<file path="config.mk">
export PLATFORM = sky130hd
export DESIGN_NAME = bbsc_core
export DESIGN_NICKNAME = d
export VERILOG_FILES = /design/src/core/bbsc_pkg.sv /design/src/core/bbsc_core.sv /design/src/core/bbsc_line_mem.sv
export SDC_FILE = /design/constraint.sdc
export NUM_CORES = 1
export LEC_CHECK = 0
export BUFFER_PORTS_ARGS = -buffer_cell sky130_fd_sc_hd__buf_2
export CELL_PAD_IN_SITES_DETAIL_PLACEMENT = 2
export CELL_PAD_IN_SITES_GLOBAL_PLACEMENT = 2
export CORE_MARGIN = 5
export CORE_UTILIZATION = 44
export CTS_BUF_LIST = sky130_fd_sc_hd__clkbuf_4 sky130_fd_sc_hd__clkbuf_8
export DETAILED_ROUTE_END_ITERATION = 16
export GPL_TIMING_DRIVEN = 0
export PLACE_DENSITY_LB_ADDON = 0.1
export REMOVE_ABC_BUFFERS = 1
export SYNTH_ARGS = -nofsm -noshare
export SYNTH_HDL_FRONTEND = slang
export SYNTH_SLANG_ARGS = --single-unit
</file>
<file path="constraint.sdc">
create_clock -name ref_clk_i -period 4.7 [get_ports ref_clk_i]
set_input_delay 0.47 -clock ref_clk_i [delete_from_list [all_inputs] [get_ports ref_clk_i]]
set_output_delay 0.47 -clock ref_clk_i [all_outputs]
set_load 0.05 [all_outputs]
</file>
<file path="src/core/bbsc_pkg.sv">
// shared constants and types for the bus back-off and snoop control block
package bbsc_pkg;
    localparam int ADDR_HI = 31;
    localparam int LINE_LO = 5;
    localparam int QW_LO = 3;
    localparam int IDX_W = 4;
    localparam int LINE_ADDR_W = ADDR_HI - LINE_LO + 1;
    localparam int TAG_W = LINE_ADDR_W - IDX_W;
    localparam int DEPTH = 16;
    localparam int DATA_W = 64;
    localparam int BEAT_W = 2;
    localparam logic [BEAT_W-1:0] BEAT_FIRST = 2'h0;
    localparam logic [BEAT_W-1:0] BEAT_LAST = 2'h3;
    localparam logic [BEAT_W-1:0] BEAT_ONE = 2'h1;
    localparam logic [QW_LO+1:QW_LO] WB_START_QW = 2'h0;
    localparam logic [1:0] ST_INV = 2'h0;
    localparam logic [1:0] ST_SHR = 2'h1;
    localparam logic [1:0] ST_EXC = 2'h2;
    localparam logic [1:0] ST_MOD = 2'h3;
    localparam logic SMM_RST = 1'b0;

    typedef struct packed {
        logic [TAG_W-1:0] tag;
        logic smm;
        logic [1:0] state;
    } bbsc_line_type;

    localparam int LINE_W = $bits(bbsc_line_type);

    typedef struct packed {
        logic [ADDR_HI:QW_LO] addr;
        logic write;
        logic smm;
    } bbsc_req_type;

    typedef struct packed {
        logic [ADDR_HI:QW_LO] addr;
        logic write;
        logic smm;
        logic wb;
    } bbsc_cyc_type;

    typedef struct packed {
        logic [IDX_W-1:0] idx;
        logic [TAG_W-1:0] tag;
        logic smm;
    } bbsc_mark_type;

    typedef struct packed {
        logic back_off_b;
        logic burst_ready_b;
        logic addr_float;
        logic snoop_strobe_b;
        logic drop_line;
        logic cacheable_b;
        logic write_policy;
        logic parity_bit;
        logic [ADDR_HI:LINE_LO] addr;
        logic [DATA_W-1:0] data;
    } bbsc_pin_type;

    typedef enum logic [1:0] {
        SQ_IDLE,
        SQ_SETUP,
        SQ_ADDR,
        SQ_DATA
    } bbsc_seq_type;
endpackage

</file>
<file path="src/core/bbsc_core.sv">
// bus back-off, snoop lookup and snoop write-back sequencer
//
// Contract
// - sampled back-off floats the bus next clock; hold lasts until negation
// - a cycle cut by back-off is re-run whole after back-off negates
// - burst ready together with back-off is ignored with its data
// - a burst read cut by back-off never installs its line
// - clean hit asserts match and invalidates when drop was high
// - dirty hit asserts match and dirty, holds dirty, refuses snoops
// - snoop write-back burst starts at quadword zero of the line
// - after write-back line goes invalid on drop, else shared
// - snoop also compared to fill buffer and write-back buffer
// - dirty hit answers in the second clock after the strobe
// - write-back is the first cycle once the bus is regained
// - address float next clock; strobe not before second edge
// - write-back runs under address hold, strobe two clocks after dirty
// - fill finishes first; one idle clock before write-back strobe
// - snooped fill still feeds core; dropped or installed shared
// - even parity on snoop address and parity bit, fault on error
// - system-management level set one clock before write-back strobe
// - level raised one clock before a main memory write-back
// - level asserted one clock before a system-management cycle
// - system-management pin floats in bus hold with the bus
`timescale 1ns/1ps
module bbsc_core
    import bbsc_pkg::*;
(
    input wire logic ref_clk_i,
    input wire logic rst_b_i,
    input wire bbsc_pin_type pins_i,
    input wire logic bus_release_grant_i,
    input wire logic cyc_req_valid_i,
    input wire bbsc_req_type cyc_req_i,
    output logic cyc_req_ready_o,
    output logic cyc_done_o,
    input wire logic mark_valid_i,
    input wire bbsc_mark_type mark_i,
    output logic mark_ready_o,
    input wire logic [DATA_W-1:0] wr_data_i,
    output logic [BEAT_W-1:0] beat_o,
    output logic rd_valid_o,
    output logic [DATA_W-1:0] rd_data_o,
    output logic address_strobe_b_o,
    output logic [ADDR_HI:QW_LO] addr_o,
    output logic addr_oe_o,
    output logic ctl_oe_o,
    output logic [DATA_W-1:0] data_o,
    output logic data_oe_o,
    output logic sys_mgmt_active_b_o,
    output logic sys_mgmt_oe_o,
    output logic snoop_match_b_o,
    output logic snoop_match_dirty_b_o,
    output logic addr_parity_fault_b_o
);
    bbsc_pin_type pins_s1_reg;
    bbsc_pin_type pins_s_reg;
    bbsc_seq_type state_reg;
    bbsc_seq_type state_next;
    bbsc_cyc_type cur_reg;
    bbsc_cyc_type saved_reg;
    bbsc_cyc_type load_cyc;
    bbsc_line_type rd_line;
    bbsc_line_type wr_line;
    logic [BEAT_W-1:0] beat_reg;
    logic burst_reg;
    logic policy_reg;
    logic restart_reg;
    logic wb_pend_reg;
    logic dirty_reg;
    logic match_reg;
    logic par_fault_reg;
    logic [ADDR_HI:LINE_LO] wb_line_reg;
    logic wb_smm_reg;
    logic wb_drop_reg;
    logic fill_snooped_reg;
    logic fill_drop_reg;
    logic snp1_reg;
    logic [ADDR_HI:LINE_LO] snp_addr_reg;
    logic snp_inv_reg;
    logic snp_par_reg;
    logic smm_level_reg;
    logic rd_valid_reg;
    logic [DATA_W-1:0] rd_data_reg;
    logic [DATA_W-1:0] data_out_reg;
    logic [IDX_W-1:0] wr_idx;

    // pins are resampled twice before use
    always_ff @(posedge ref_clk_i or negedge rst_b_i) begin
        if (!rst_b_i) begin
            pins_s1_reg <= '1;
            pins_s_reg <= '1;
        end else begin
            pins_s1_reg <= pins_i;
            pins_s_reg <= pins_s1_reg;
        end
    end

    wire logic back_off_request_s = !pins_s_reg.back_off_b;
    wire logic burst_ready_s = !pins_s_reg.burst_ready_b;
    wire logic addr_float_request_s = pins_s_reg.addr_float;
    wire logic strobe_s = !pins_s_reg.snoop_strobe_b;
    wire logic bus_hold = back_off_request_s || bus_release_grant_i;
    wire logic bus_free = !bus_hold;
    wire logic in_cycle = (state_reg != SQ_IDLE);
    wire logic abort = in_cycle && back_off_request_s;
    wire logic data_beat = (state_reg == SQ_DATA) && burst_ready_s && !back_off_request_s;
    wire logic first_beat = (beat_reg == BEAT_FIRST);
    // cacheable level taken at the first beat of every read run, re-runs too
    wire logic ken_now = !pins_s_reg.cacheable_b;
    wire logic burst_now = cur_reg.wb ||
        (first_beat ? (!cur_reg.write && ken_now) : burst_reg);
    wire logic last_beat = data_beat && (!burst_now || beat_reg == BEAT_LAST);
    wire logic wb_done = last_beat && cur_reg.wb;
    wire logic fill_done = last_beat && !cur_reg.write && !cur_reg.wb &&
        burst_now;
    wire logic policy_now = first_beat ? pins_s_reg.write_policy : policy_reg;

    // request selection: write-back first, then a re-run, then new work
    wire logic take_wb = (state_reg == SQ_IDLE) && bus_free && wb_pend_reg;
    wire logic take_restart = (state_reg == SQ_IDLE) && bus_free &&
        restart_reg && !wb_pend_reg && (saved_reg.wb || !addr_float_request_s);
    wire logic take_req = (state_reg == SQ_IDLE) && bus_free && !addr_float_request_s &&
        !wb_pend_reg && !restart_reg && cyc_req_valid_i;
    wire logic take_any = take_wb || take_restart || take_req;
    wire bbsc_cyc_type wb_cyc = '{addr: {wb_line_reg, WB_START_QW},
        write: 1'b1, smm: wb_smm_reg, wb: 1'b1};
    wire bbsc_cyc_type req_cyc = '{addr: cyc_req_i.addr,
        write: cyc_req_i.write, smm: cyc_req_i.smm, wb: 1'b0};
    assign load_cyc = take_wb ? wb_cyc :
        (take_restart ? saved_reg : req_cyc);

    // snoop acceptance and lookup, answer lands two clocks after strobe
    wire logic snoop_take = strobe_s && (bus_hold || addr_float_request_s) && !dirty_reg;
    wire logic [IDX_W-1:0] snp_idx = snp_addr_reg[LINE_LO+IDX_W-1:LINE_LO];
    wire logic [TAG_W-1:0] snp_tag = snp_addr_reg[ADDR_HI:LINE_LO+IDX_W];
    wire logic cache_hit = snp1_reg && (rd_line.state != ST_INV) &&
        (rd_line.tag == snp_tag);
    wire logic hit_mod = cache_hit && (rd_line.state == ST_MOD);
    wire logic hit_clean = cache_hit && (rd_line.state != ST_MOD);
    wire logic fill_busy = !cur_reg.write && !cur_reg.wb &&
        (in_cycle || restart_reg);
    wire logic fill_hit = snp1_reg && fill_busy &&
        (cur_reg.addr[ADDR_HI:LINE_LO] == snp_addr_reg);
    wire logic wbuf_hit = snp1_reg && wb_pend_reg &&
        (wb_line_reg == snp_addr_reg);
    wire logic snoop_any = cache_hit || fill_hit || wbuf_hit;
    wire logic par_err = ^{pins_s_reg.addr, pins_s_reg.parity_bit};
    wire logic fill_drop = fill_drop_reg || (fill_hit && snp_inv_reg);
    wire logic fill_snooped = fill_snooped_reg || fill_hit;
    wire logic fill_install = fill_done && !fill_drop;

    // line store write port, snoop invalidate has priority
    wire logic wr_inv = hit_clean && snp_inv_reg;
    wire logic wr_busy = wr_inv || wb_done || fill_install;
    wire logic wr_mark = mark_valid_i && !wr_busy;
    wire logic [1:0] fill_state = (fill_snooped || !policy_now) ?
        ST_SHR : ST_EXC;
    wire logic [1:0] wb_state = wb_drop_reg ? ST_INV : ST_SHR;
    wire logic [IDX_W-1:0] cur_idx =
        cur_reg.addr[LINE_LO+IDX_W-1:LINE_LO];
    wire logic [TAG_W-1:0] cur_tag = cur_reg.addr[ADDR_HI:LINE_LO+IDX_W];
    assign wr_idx = wr_inv ? snp_idx : (wr_busy ? cur_idx : mark_i.idx);
    assign wr_line = wr_inv ? '{tag: rd_line.tag, smm: rd_line.smm,
            state: ST_INV} :
        (wb_done ? '{tag: cur_tag, smm: cur_reg.smm, state: wb_state} :
        (fill_install ? '{tag: cur_tag, smm: cur_reg.smm,
            state: fill_state} :
        '{tag: mark_i.tag, smm: mark_i.smm, state: ST_MOD}));

    bbsc_line_mem #(
        .W(LINE_W),
        .DEPTH(DEPTH),
        .AW(IDX_W)
    ) u_line_mem (
        .ref_clk_i(ref_clk_i),
        .rst_b_i(rst_b_i),
        .rd_addr_i(pins_s_reg.addr[LINE_LO+IDX_W-1:LINE_LO]),
        .rd_data_o(rd_line),
        .wr_en_i(wr_inv || wb_done || fill_install || wr_mark),
        .wr_addr_i(wr_idx),
        .wr_data_i(wr_line)
    );

    always_comb begin
        state_next = state_reg;
        case (state_reg)
            SQ_IDLE: begin
                if (take_any) begin
                    state_next = SQ_SETUP;
                end
            end
            SQ_SETUP: begin
                if (back_off_request_s) begin
                    state_next = SQ_IDLE;
                end else if (cur_reg.wb || !addr_float_request_s) begin
                    state_next = SQ_ADDR;
                end
            end
            SQ_ADDR: begin
                state_next = back_off_request_s ? SQ_IDLE : SQ_DATA;
            end
            SQ_DATA: begin
                if (back_off_request_s || last_beat) begin
                    state_next = SQ_IDLE;
                end
            end
            default: begin
                state_next = SQ_IDLE;
            end
        endcase
    end

    always_ff @(posedge ref_clk_i or negedge rst_b_i) begin
        if (!rst_b_i) begin
            state_reg <= SQ_IDLE;
            cur_reg <= '0;
            saved_reg <= '0;
            smm_level_reg <= SMM_RST;
        end else begin
            state_reg <= state_next;
            if (take_any) begin
                cur_reg <= load_cyc;
                smm_level_reg <= load_cyc.smm;
            end
            if (abort) begin
                saved_reg <= cur_reg;
            end
        end
    end

    always_ff @(posedge ref_clk_i or negedge rst_b_i) begin
        if (!rst_b_i) begin
            beat_reg <= BEAT_FIRST;
            burst_reg <= 1'b0;
            policy_reg <= 1'b0;
            restart_reg <= 1'b0;
        end else begin
            if (take_any || abort) begin
                beat_reg <= BEAT_FIRST;
            end else if (data_beat) begin
                beat_reg <= beat_reg + BEAT_ONE;
            end
            if (data_beat && first_beat) begin
                burst_reg <= burst_now;
                policy_reg <= pins_s_reg.write_policy;
            end
            if (abort) begin
                restart_reg <= 1'b1;
            end else if (take_restart) begin
                restart_reg <= 1'b0;
            end
        end
    end

    always_ff @(posedge ref_clk_i or negedge rst_b_i) begin
        if (!rst_b_i) begin
            snp1_reg <= 1'b0;
            snp_addr_reg <= '0;
            snp_inv_reg <= 1'b0;
            snp_par_reg <= 1'b0;
            match_reg <= 1'b0;
            par_fault_reg <= 1'b0;
        end else begin
            snp1_reg <= snoop_take;
            if (snoop_take) begin
                snp_addr_reg <= pins_s_reg.addr;
                snp_inv_reg <= pins_s_reg.drop_line;
                snp_par_reg <= par_err;
            end
            if (snp1_reg) begin
                match_reg <= snoop_any;
            end
            par_fault_reg <= snp1_reg && snp_par_reg;
        end
    end

    always_ff @(posedge ref_clk_i or negedge rst_b_i) begin
        if (!rst_b_i) begin
            dirty_reg <= 1'b0;
            wb_pend_reg <= 1'b0;
            wb_line_reg <= '0;
            wb_smm_reg <= 1'b0;
            wb_drop_reg <= 1'b0;
            fill_snooped_reg <= 1'b0;
            fill_drop_reg <= 1'b0;
        end else begin
            if (hit_mod) begin
                dirty_reg <= 1'b1;
                wb_pend_reg <= 1'b1;
                wb_line_reg <= snp_addr_reg;
                wb_smm_reg <= rd_line.smm;
                wb_drop_reg <= snp_inv_reg;
            end else begin
                if (wb_done) begin
                    dirty_reg <= 1'b0;
                end
                if (take_wb) begin
                    wb_pend_reg <= 1'b0;
                end
                if (wbuf_hit && snp_inv_reg) begin
                    wb_drop_reg <= 1'b1;
                end
            end
            if (take_req) begin
                fill_snooped_reg <= 1'b0;
                fill_drop_reg <= 1'b0;
            end else if (fill_hit) begin
                fill_snooped_reg <= 1'b1;
                fill_drop_reg <= fill_drop;
            end
        end
    end

    always_ff @(posedge ref_clk_i or negedge rst_b_i) begin
        if (!rst_b_i) begin
            rd_valid_reg <= 1'b0;
            rd_data_reg <= '0;
            data_out_reg <= '0;
        end else begin
            // fill words reach the core even if the line is later lost
            rd_valid_reg <= data_beat && !cur_reg.write;
            if (data_beat) begin
                rd_data_reg <= pins_s_reg.data;
            end
            data_out_reg <= wr_data_i;
        end
    end

    assign cyc_req_ready_o = (state_reg == SQ_IDLE) && bus_free &&
        !addr_float_request_s && !wb_pend_reg && !restart_reg;
    assign cyc_done_o = last_beat && !cur_reg.wb;
    assign mark_ready_o = !wr_busy;
    assign beat_o = beat_reg;
    assign rd_valid_o = rd_valid_reg;
    assign rd_data_o = rd_data_reg;
    assign address_strobe_b_o = !((state_reg == SQ_ADDR) && ctl_oe_o);
    assign addr_o = cur_reg.addr;
    assign addr_oe_o = bus_free &&
        (!addr_float_request_s || (cur_reg.wb && in_cycle));
    assign ctl_oe_o = bus_free;
    assign data_o = data_out_reg;
    assign data_oe_o = bus_free && cur_reg.write && (state_reg == SQ_DATA);
    assign sys_mgmt_active_b_o = !smm_level_reg;
    assign sys_mgmt_oe_o = bus_free;
    assign snoop_match_b_o = !match_reg;
    assign snoop_match_dirty_b_o = !dirty_reg;
    assign addr_parity_fault_b_o = !par_fault_reg;
endmodule // bbsc_core

</file>
<file path="src/core/bbsc_line_mem.sv">
// line state and tag store with registered read data
`timescale 1ns/1ps
module bbsc_line_mem #(
    parameter int W = 8,
    parameter int DEPTH = 16,
    parameter int AW = 4
) (
    input wire logic ref_clk_i,
    input wire logic rst_b_i,
    input wire logic [AW-1:0] rd_addr_i,
    output logic [W-1:0] rd_data_o,
    input wire logic wr_en_i,
    input wire logic [AW-1:0] wr_addr_i,
    input wire logic [W-1:0] wr_data_i
);
    logic [W-1:0] rd_mux [DEPTH];
    logic [W-1:0] rd_data_reg;

    for (genvar g = 0; g < DEPTH; g++) begin : g_ent
        logic [W-1:0] ent_reg;
        wire logic hit_wr = wr_en_i && (wr_addr_i == AW'(g));
        always_ff @(posedge ref_clk_i or negedge rst_b_i) begin
            if (!rst_b_i) begin
                ent_reg <= '0;
            end else if (hit_wr) begin
                ent_reg <= wr_data_i;
            end
        end
        assign rd_mux[g] = ent_reg;
    end

    always_ff @(posedge ref_clk_i or negedge rst_b_i) begin
        if (!rst_b_i) begin
            rd_data_reg <= '0;
        end else begin
            rd_data_reg <= rd_mux[rd_addr_i];
        end
    end

    assign rd_data_o = rd_data_reg;
endmodule // bbsc_line_mem

</file>
======== Word-level counts from Yosys, hierarchy flattened ========
Cells that the tools add are included.
operators by class
  add/sub/neg operators ................... 1
  magnitude comparators ................... 1
  equal/unequal tests ..................... 27
  mux-type cells .......................... 34
  bitwise logic cells ..................... 1
  reductions and logical operators ........ 112
operators with widths
  cell                count
  $mux 26             5
  $bmux 26 s4         1
  $mux 32             2
  $logic_and 1x1->1   60
  $eq 27x27->1        2
  $eq 4x4->1 const B  8
  $reduce_xor 28->1   1
  $eq 23x23->1        1
  $logic_or 1x1->1    20
  $logic_not 1->1     19
  $eq 4x3->1 const B  4
  $mux 2              8
  $reduce_bool 2->1   8
  $mux 1              15
  $eq 2x2->1 const B  4
  $eq 4x2->1 const B  2
  $mux 4              2
  $pmux 2 s4          1
  $ge 5x5->1 const B  1
  $not 4->5           1
  $eq 4x1->1 const B  1
  $logic_not 2->1     2
  $logic_not 4->1     1
  $ne 2x2->1 const B  2
  5 further kinds     5
word-level totals
  flip-flop bits (word level) ............. 905
  input port bits ......................... 227
  output and inout bits ................... 172
  logic and storage cells ................. 242

======== Logic depth before layout (Yosys ltp) ========
  word-level depth ........................ 16
  gate-level depth with buffers ........... 14
  depth with buffers taken out ............ 10

======== Modules after synthesis ========
From an unflattened synthesis, not the netlist that was laid out.
second synthesis, totals
  cells, all modules ...................... 2602
  area total of the unflattened synthesis .. 36348.6 um^2
by module, submodules not included
  module         times used  cells an instance  area an instance (um^2)  sequential area each (um^2)
  bbsc_line_mem  1           1167               19376.1                  11060.6
  bbsc_core      1           1435               16972.5                  11833.8

======== Worst setup path after synthesis ========
Ideal clock, no wire load.
  path kind ............................... flip-flop to flip-flop
  start point ............................. register pins_s_reg[98] (netlist bit)
  end point ............................... register cur_reg, in the netlist addr_o[29]
  library setup time ...................... 136 ps
  data arrival time ....................... 4049 ps
  data required time ...................... 4564 ps
  path slack .............................. 515 ps
  cell stages (with the launch flop) ...... 11
  buffers on the path ..................... 2
  clock period less this slack ............ 4185 ps
  path through ............................ dfstp_2 -> nand2b_1 -> inv_1 -> nand2_1 -> nor4_1 -> nand2_1 -> and3_1 -> clkbuf_1 -> clkbuf_1 -> nand2_1 -> o21ai_0
between the ends
  word-level cells in the longest chain between the ends .. 9
  elaborated cells on any way between the ends .. 16
  classes of those cells .................. mux: 2; reduce/logical: 14
ends and longest elaborated chain
  what                            line              text
  from (decl)                     bbsc_core.sv:56   bbsc_pin_type pins_s_reg;
  from (signal assigned)          bbsc_core.sv:94   pins_s_reg <= pins_s1_reg;
  $logic_not 1->1                 bbsc_core.sv:98   wire logic back_off_request_s = !pins_s_reg.back_off_b;
  $logic_or 1x1->1                bbsc_core.sv:102  wire logic bus_hold = back_off_request_s || bus_release_grant_i;
  $logic_not 1->1                 bbsc_core.sv:103  wire logic bus_free = !bus_hold;
  net ctl_oe_o                    bbsc_core.sv:46   output logic ctl_oe_o,
  $logic_and 1x1->1 (4 in a row)  n/a
  net cyc_req_ready_o             bbsc_core.sv:34   output logic cyc_req_ready_o,
  $logic_and 1x1->1               bbsc_core.sv:123  !wb_pend_reg && !restart_reg && cyc_req_valid_i;
  $logic_or 1x1->1                bbsc_core.sv:124  wire logic take_any = take_wb || take_restart || take_req;
  to (signal assigned)            bbsc_core.sv:222  cur_reg <= load_cyc;
  to (decl)                       bbsc_core.sv:59   bbsc_cyc_type cur_reg;
The timed path passes the listed nets, and every way through them passes these cells.
A chain may end at the register's enable or synchronous reset.

======== Worst setup path after layout ========
  start point ............................. register cur_reg[2] (netlist bit)
  end point ............................... register u_line_mem.g_ent[9].ent_reg[12]
between the ends
  word-level cells in the longest chain between the ends .. 16
  elaborated cells on any way between the ends .. 31
  classes of those cells .................. eq/ne: 1; mux: 6; reduce/logical: 24
ends and longest elaborated chain
  what                                                   line                                                  text
  $logic_not 1->1 *                                      bbsc_core.sv:111, bbsc_core.sv:114, bbsc_core.sv:140
  $logic_and 1x1->1                                      bbsc_core.sv:111                                      (first_beat ? (!cur_reg.write && ken_now) : burst_reg);
  $mux 1                                                 bbsc_core.sv:111
  $logic_or 1x1->1                                       bbsc_core.sv:110                                      wire logic burst_now = cur_reg.wb ||
  $logic_not 1->1                                        bbsc_core.sv:112                                      wire logic last_beat = data_beat && (!burst_now || beat_reg == BEAT_LAST);
  $logic_or 1x1->1                                       bbsc_core.sv:112
  $logic_and 1x1->1                                      bbsc_core.sv:112
  $logic_and 1x1->1 (3 in a row)                         bbsc_core.sv:114                                      wire logic fill_done = last_beat && !cur_reg.write && !cur_reg.wb &&
  $logic_and 1x1->1                                      bbsc_core.sv:150                                      wire logic fill_install = fill_done && !fill_drop;
  $logic_or 1x1->1                                       bbsc_core.sv:154, bbsc_core.sv:179
  $mux 4 / $logic_not 1->1 (equally long branches)       bbsc_core.sv:162, bbsc_core.sv:155
  $mux 4 / $logic_and 1x1->1 (equally long branches)     bbsc_core.sv:162, bbsc_core.sv:155
  $eq 4x4->1 / $logic_or 1x1->1 (equally long branches)  bbsc_line_mem.sv:21, bbsc_core.sv:179
  $logic_and 1x1->1                                      bbsc_line_mem.sv:21                                   wire logic hit_wr = wr_en_i && (wr_addr_i == AW'(g));
  to (signal assigned)                                   bbsc_line_mem.sv:26                                   ent_reg <= wr_data_i;
  to (decl)                                              bbsc_line_mem.sv:20                                   logic [W-1:0] ent_reg;
Mark *: on every way between the ends. The rest lies on a longest branch, timed or not.

==> impl_metrics.toml <==
[status]
status = "complete, but fails checks"
violations = "negative setup slack"

[layout]
drive_above_1_share_pct = 49.0
final_nets = 3332
largest_reg_flops = 416
final_common_cell = "dfrtp_1"
mostFrequentLayoutCells = "706 x dfrtp_1, 427 x mux2_2, 397 x buf_2"
syn2layout_area_growth_pct = 24.1

[global_routing]
grt_max_degree = 129
grt_usage_pct = 28.5
antenna_found_initial = 8
grt_pass1_wl_um = 190000
grt-ovfl-total = 0
grt_pass1_vias = 28100

[critical_path]
rr_worst_depth = 8
cp-start-kind = "flip-flop"
arrival_ns = 5.52
regToRegSetupSlack_ns = -0.11
r2r-end = "u_line_mem.g_ent[9].ent_reg[12]"
crit_fanout = 26
endpoint_kind = "flip-flop"
criticalPathCategory = "reg -> reg"
crit_required_ns = 5.41
reg2reg_from = "cur_reg[2]"

[synth]
ys_seq_area_share_pct = 62.2
ys_seq_elements = 905
synthDistinctLibCells = 58
synth_edf_count = 0
synthArstFlopShare_pct = 100
syn_avg_cell_area_um2 = 14.8
synthCells = 2486
yosys_warnings = 0
synth-main-ff-cell = "dfrtp_1"
syn_area_um2 = 36800

[sta]
hold_viol_final = 0
period_minus_slack_ns = 4.81
setup-violations-final = 47
max_freq_ghz = 0.208
final_max_slew_viol_count = 0
holdWs_ns = 0.0696
fin_worst_skew_ns = 0.0353
worst_slack_ns = -0.107
rsz0062_at_grt = "yes"
worst_pin_slew_ns = 1.36
timing.setup.tns_ns = -2.44
relSlewSlack_pct = 9.23
finalCritPeriodShare_pct = 102

[floorplanning]
fp.dieH_um = 299
coreArea_um2 = 83300
start_util_pct = 44.2
row_count = 106
dieArea_um2 = 89500
dieWidth_um = 299
ios = 399

[power_and_ir_drop]
ir_drop_mv = 0.303
switching_power_w = 0.00750
power_frac_clock_pct = 33.8
p_comb_share_pct = 20.7
power.density_nw_per_um2 = 508
swShare_pct = 32.3
power_frac_seq_pct = 45.5
leakage_nw = 21.0
internal-power_w = 0.0157

[hold_path]
hold_path.class = "in -> reg"
holdCritStartpoint = "cyc_req_i[27]"
min_path_cells = 5
hold_end = "addr_o[28]"

[drt]
dr.pass1.iters = 4
antenna_left = 0
drt_iter0_drc = 1211
routed_wl_um = 127000
viasPerCell = 5.48
met3_length_um = 6740
wl_met2_um = 64400
routed.top_layer = "met5"
wl_per_cell_um = 29.5
wl_met1_um = 51900
drc = 0
route.vias.total = 23700

[placed_design]
gp_congestion = 0.772
io_buffers = 398
place_hpwl_um = 74300

[clock_tree]
cts.clk_slew.worst_paths_ns = 0.06
clock-root-buffer = "clkbuf_8"
cts_tree = "yes"
cts_max_level = 4
cts_buffers = 158
clkLatencyLatePin_ns = 0.86
clock_path_buffers = 3
cts.sinks = 905

[run]
cap_viol_max_count = 0
[power groups by stage]
stage	logic (W)	registers, W	clock network [W]
finish	0.00481	0.0106	0.00783
global route	0.00512	0.0107	0.00841
CTS	0.00478	0.0105	0.00791
detailed placement	0.00459	0.0106	0
global placement	0.00432	0.0105	0
floorplan	0.00219	0.0111	0
[synth_stat cells (7+ instances only)]
| cell | instances | area, um^2 |
|---|---|---|
| o21ai_0 | 68 | 340 |
| mux2i_1 | 55 | 551 |
| nor2_1 | 41 | 154 |
| xor2_1 | 58 | 508 |
| nand2_1 | 357 | 1340 |
| a21oi_1 | 34 | 170 |
| buf_2 | 25 | 125 |
| mux2_1 | 25 | 282 |
| buf_1 | 18 | 67.6 |
| mux4_2 | 130 | 2930 |
| clkbuf_1 | 90 | 338 |
| inv_1 | 18 | 67.6 |
| mux2_2 | 428 | 4820 |
| nand2b_1 | 7 | 43.8 |
| dfrtp_1 | 707 | 17700 |
| mux2_4 | 20 | 300 |
| nand4_1 | 10 | 62.6 |
| nor4_1 | 21 | 131 |
| xnor2_1 | 47 | 412 |
| buf_4 | 43 | 323 |
| dfstp_2 | 198 | 5200 |
[metrics by stage]
stage          instance area, um^2  worst slack, ns  utilization (%)  power [W]  std cells
6_report                     45600           -0.107             54.8     0.0232       4318
5_1_grt                      45600           -0.144             54.8     0.0242       4314
4_1_cts                      45600           0.0131             54.8     0.0232       4312
3_5_place_dp                 40200           -0.507             48.2     0.0152       3835
3_3_place_gp                 39200           -15.41             47.1     0.0148       3782
2_1_floorplan                35900            -1.37                -     0.0133       2304
[cell families (layout without fill, tap and decap cells)]
logic type	after synthesis	after routing	share of synthesized area (%)
compound gates	134	136	2.15
xor+xnor	105	105	2.50
fa+ha+maj	2	2	0.0680
buf+inv	200	938	2.69
flops	905	905	62.2
mux	658	658	24.1
other cells	0	6	0
simple gates	482	488	6.21
[worst max-delay path: stages, from the launching register on]
cell and delay [ns]:
dfrtp_1 0.50, or3b_1 0.53, nor4_1 0.31, nand4_1 0.34, o21ai_4 0.50, a21boi_1 0.27
o22ai_4 0.67, nand4b_4 0.88, mux2_2 0.61
[cell type report]
type,count,area (um^2)
multi-input combinational,1389,13200
antenna,6,15.0
tap,1080,1350
clock buffer,265,3250
sequential,905,22900
fill,7550,37600
timing repair buffer,631,4680
clock inverter,24,170
inverter,18,67.6
[how the worst max path moves through the flow]
stage | depth (start not counted) | slack (ns) | to | from
after floorplan | 8 | -1.37 | u_line_mem.g_ent[5].ent_reg[23] | snp_addr_reg[14]
after global placement | 1 | -15.41 | u_line_mem.g_ent[10].ent_reg[2] | rst_b_i
after detailed placement | 8 | -0.51 | u_line_mem.g_ent[13].ent_reg[6] | snp_addr_reg[10]
after CTS | 8 | 0.01 | u_line_mem.g_ent[9].ent_reg[14] | cur_reg[2]
after global routing | 8 | -0.14 | u_line_mem.g_ent[9].ent_reg[12] | cur_reg[2]
final | 8 | -0.11 | u_line_mem.g_ent[9].ent_reg[12] | cur_reg[2]
[metal layers]
metal | track usage (%) | up-vias
met3 | 6.85 | 241
met2 | 49.2 | 643
li1 | - | 9966
met1 | 35.4 | 12800
met5 | 0 | -
met4 | 9.92 | 4
[what timing repair did]
item | in CTS | in global routing
pin swaps | 12 | 1
gates resized for setup | 41 | 3
endpoints found under the hold margin | 354 | 0
hold buffers | 168 | 0
setup endpoints to repair | 392 | 96
buffers inserted | 12 | 0
gates cloned | 8 | 0
Note: power is estimated with default switching activity, not from simulation.
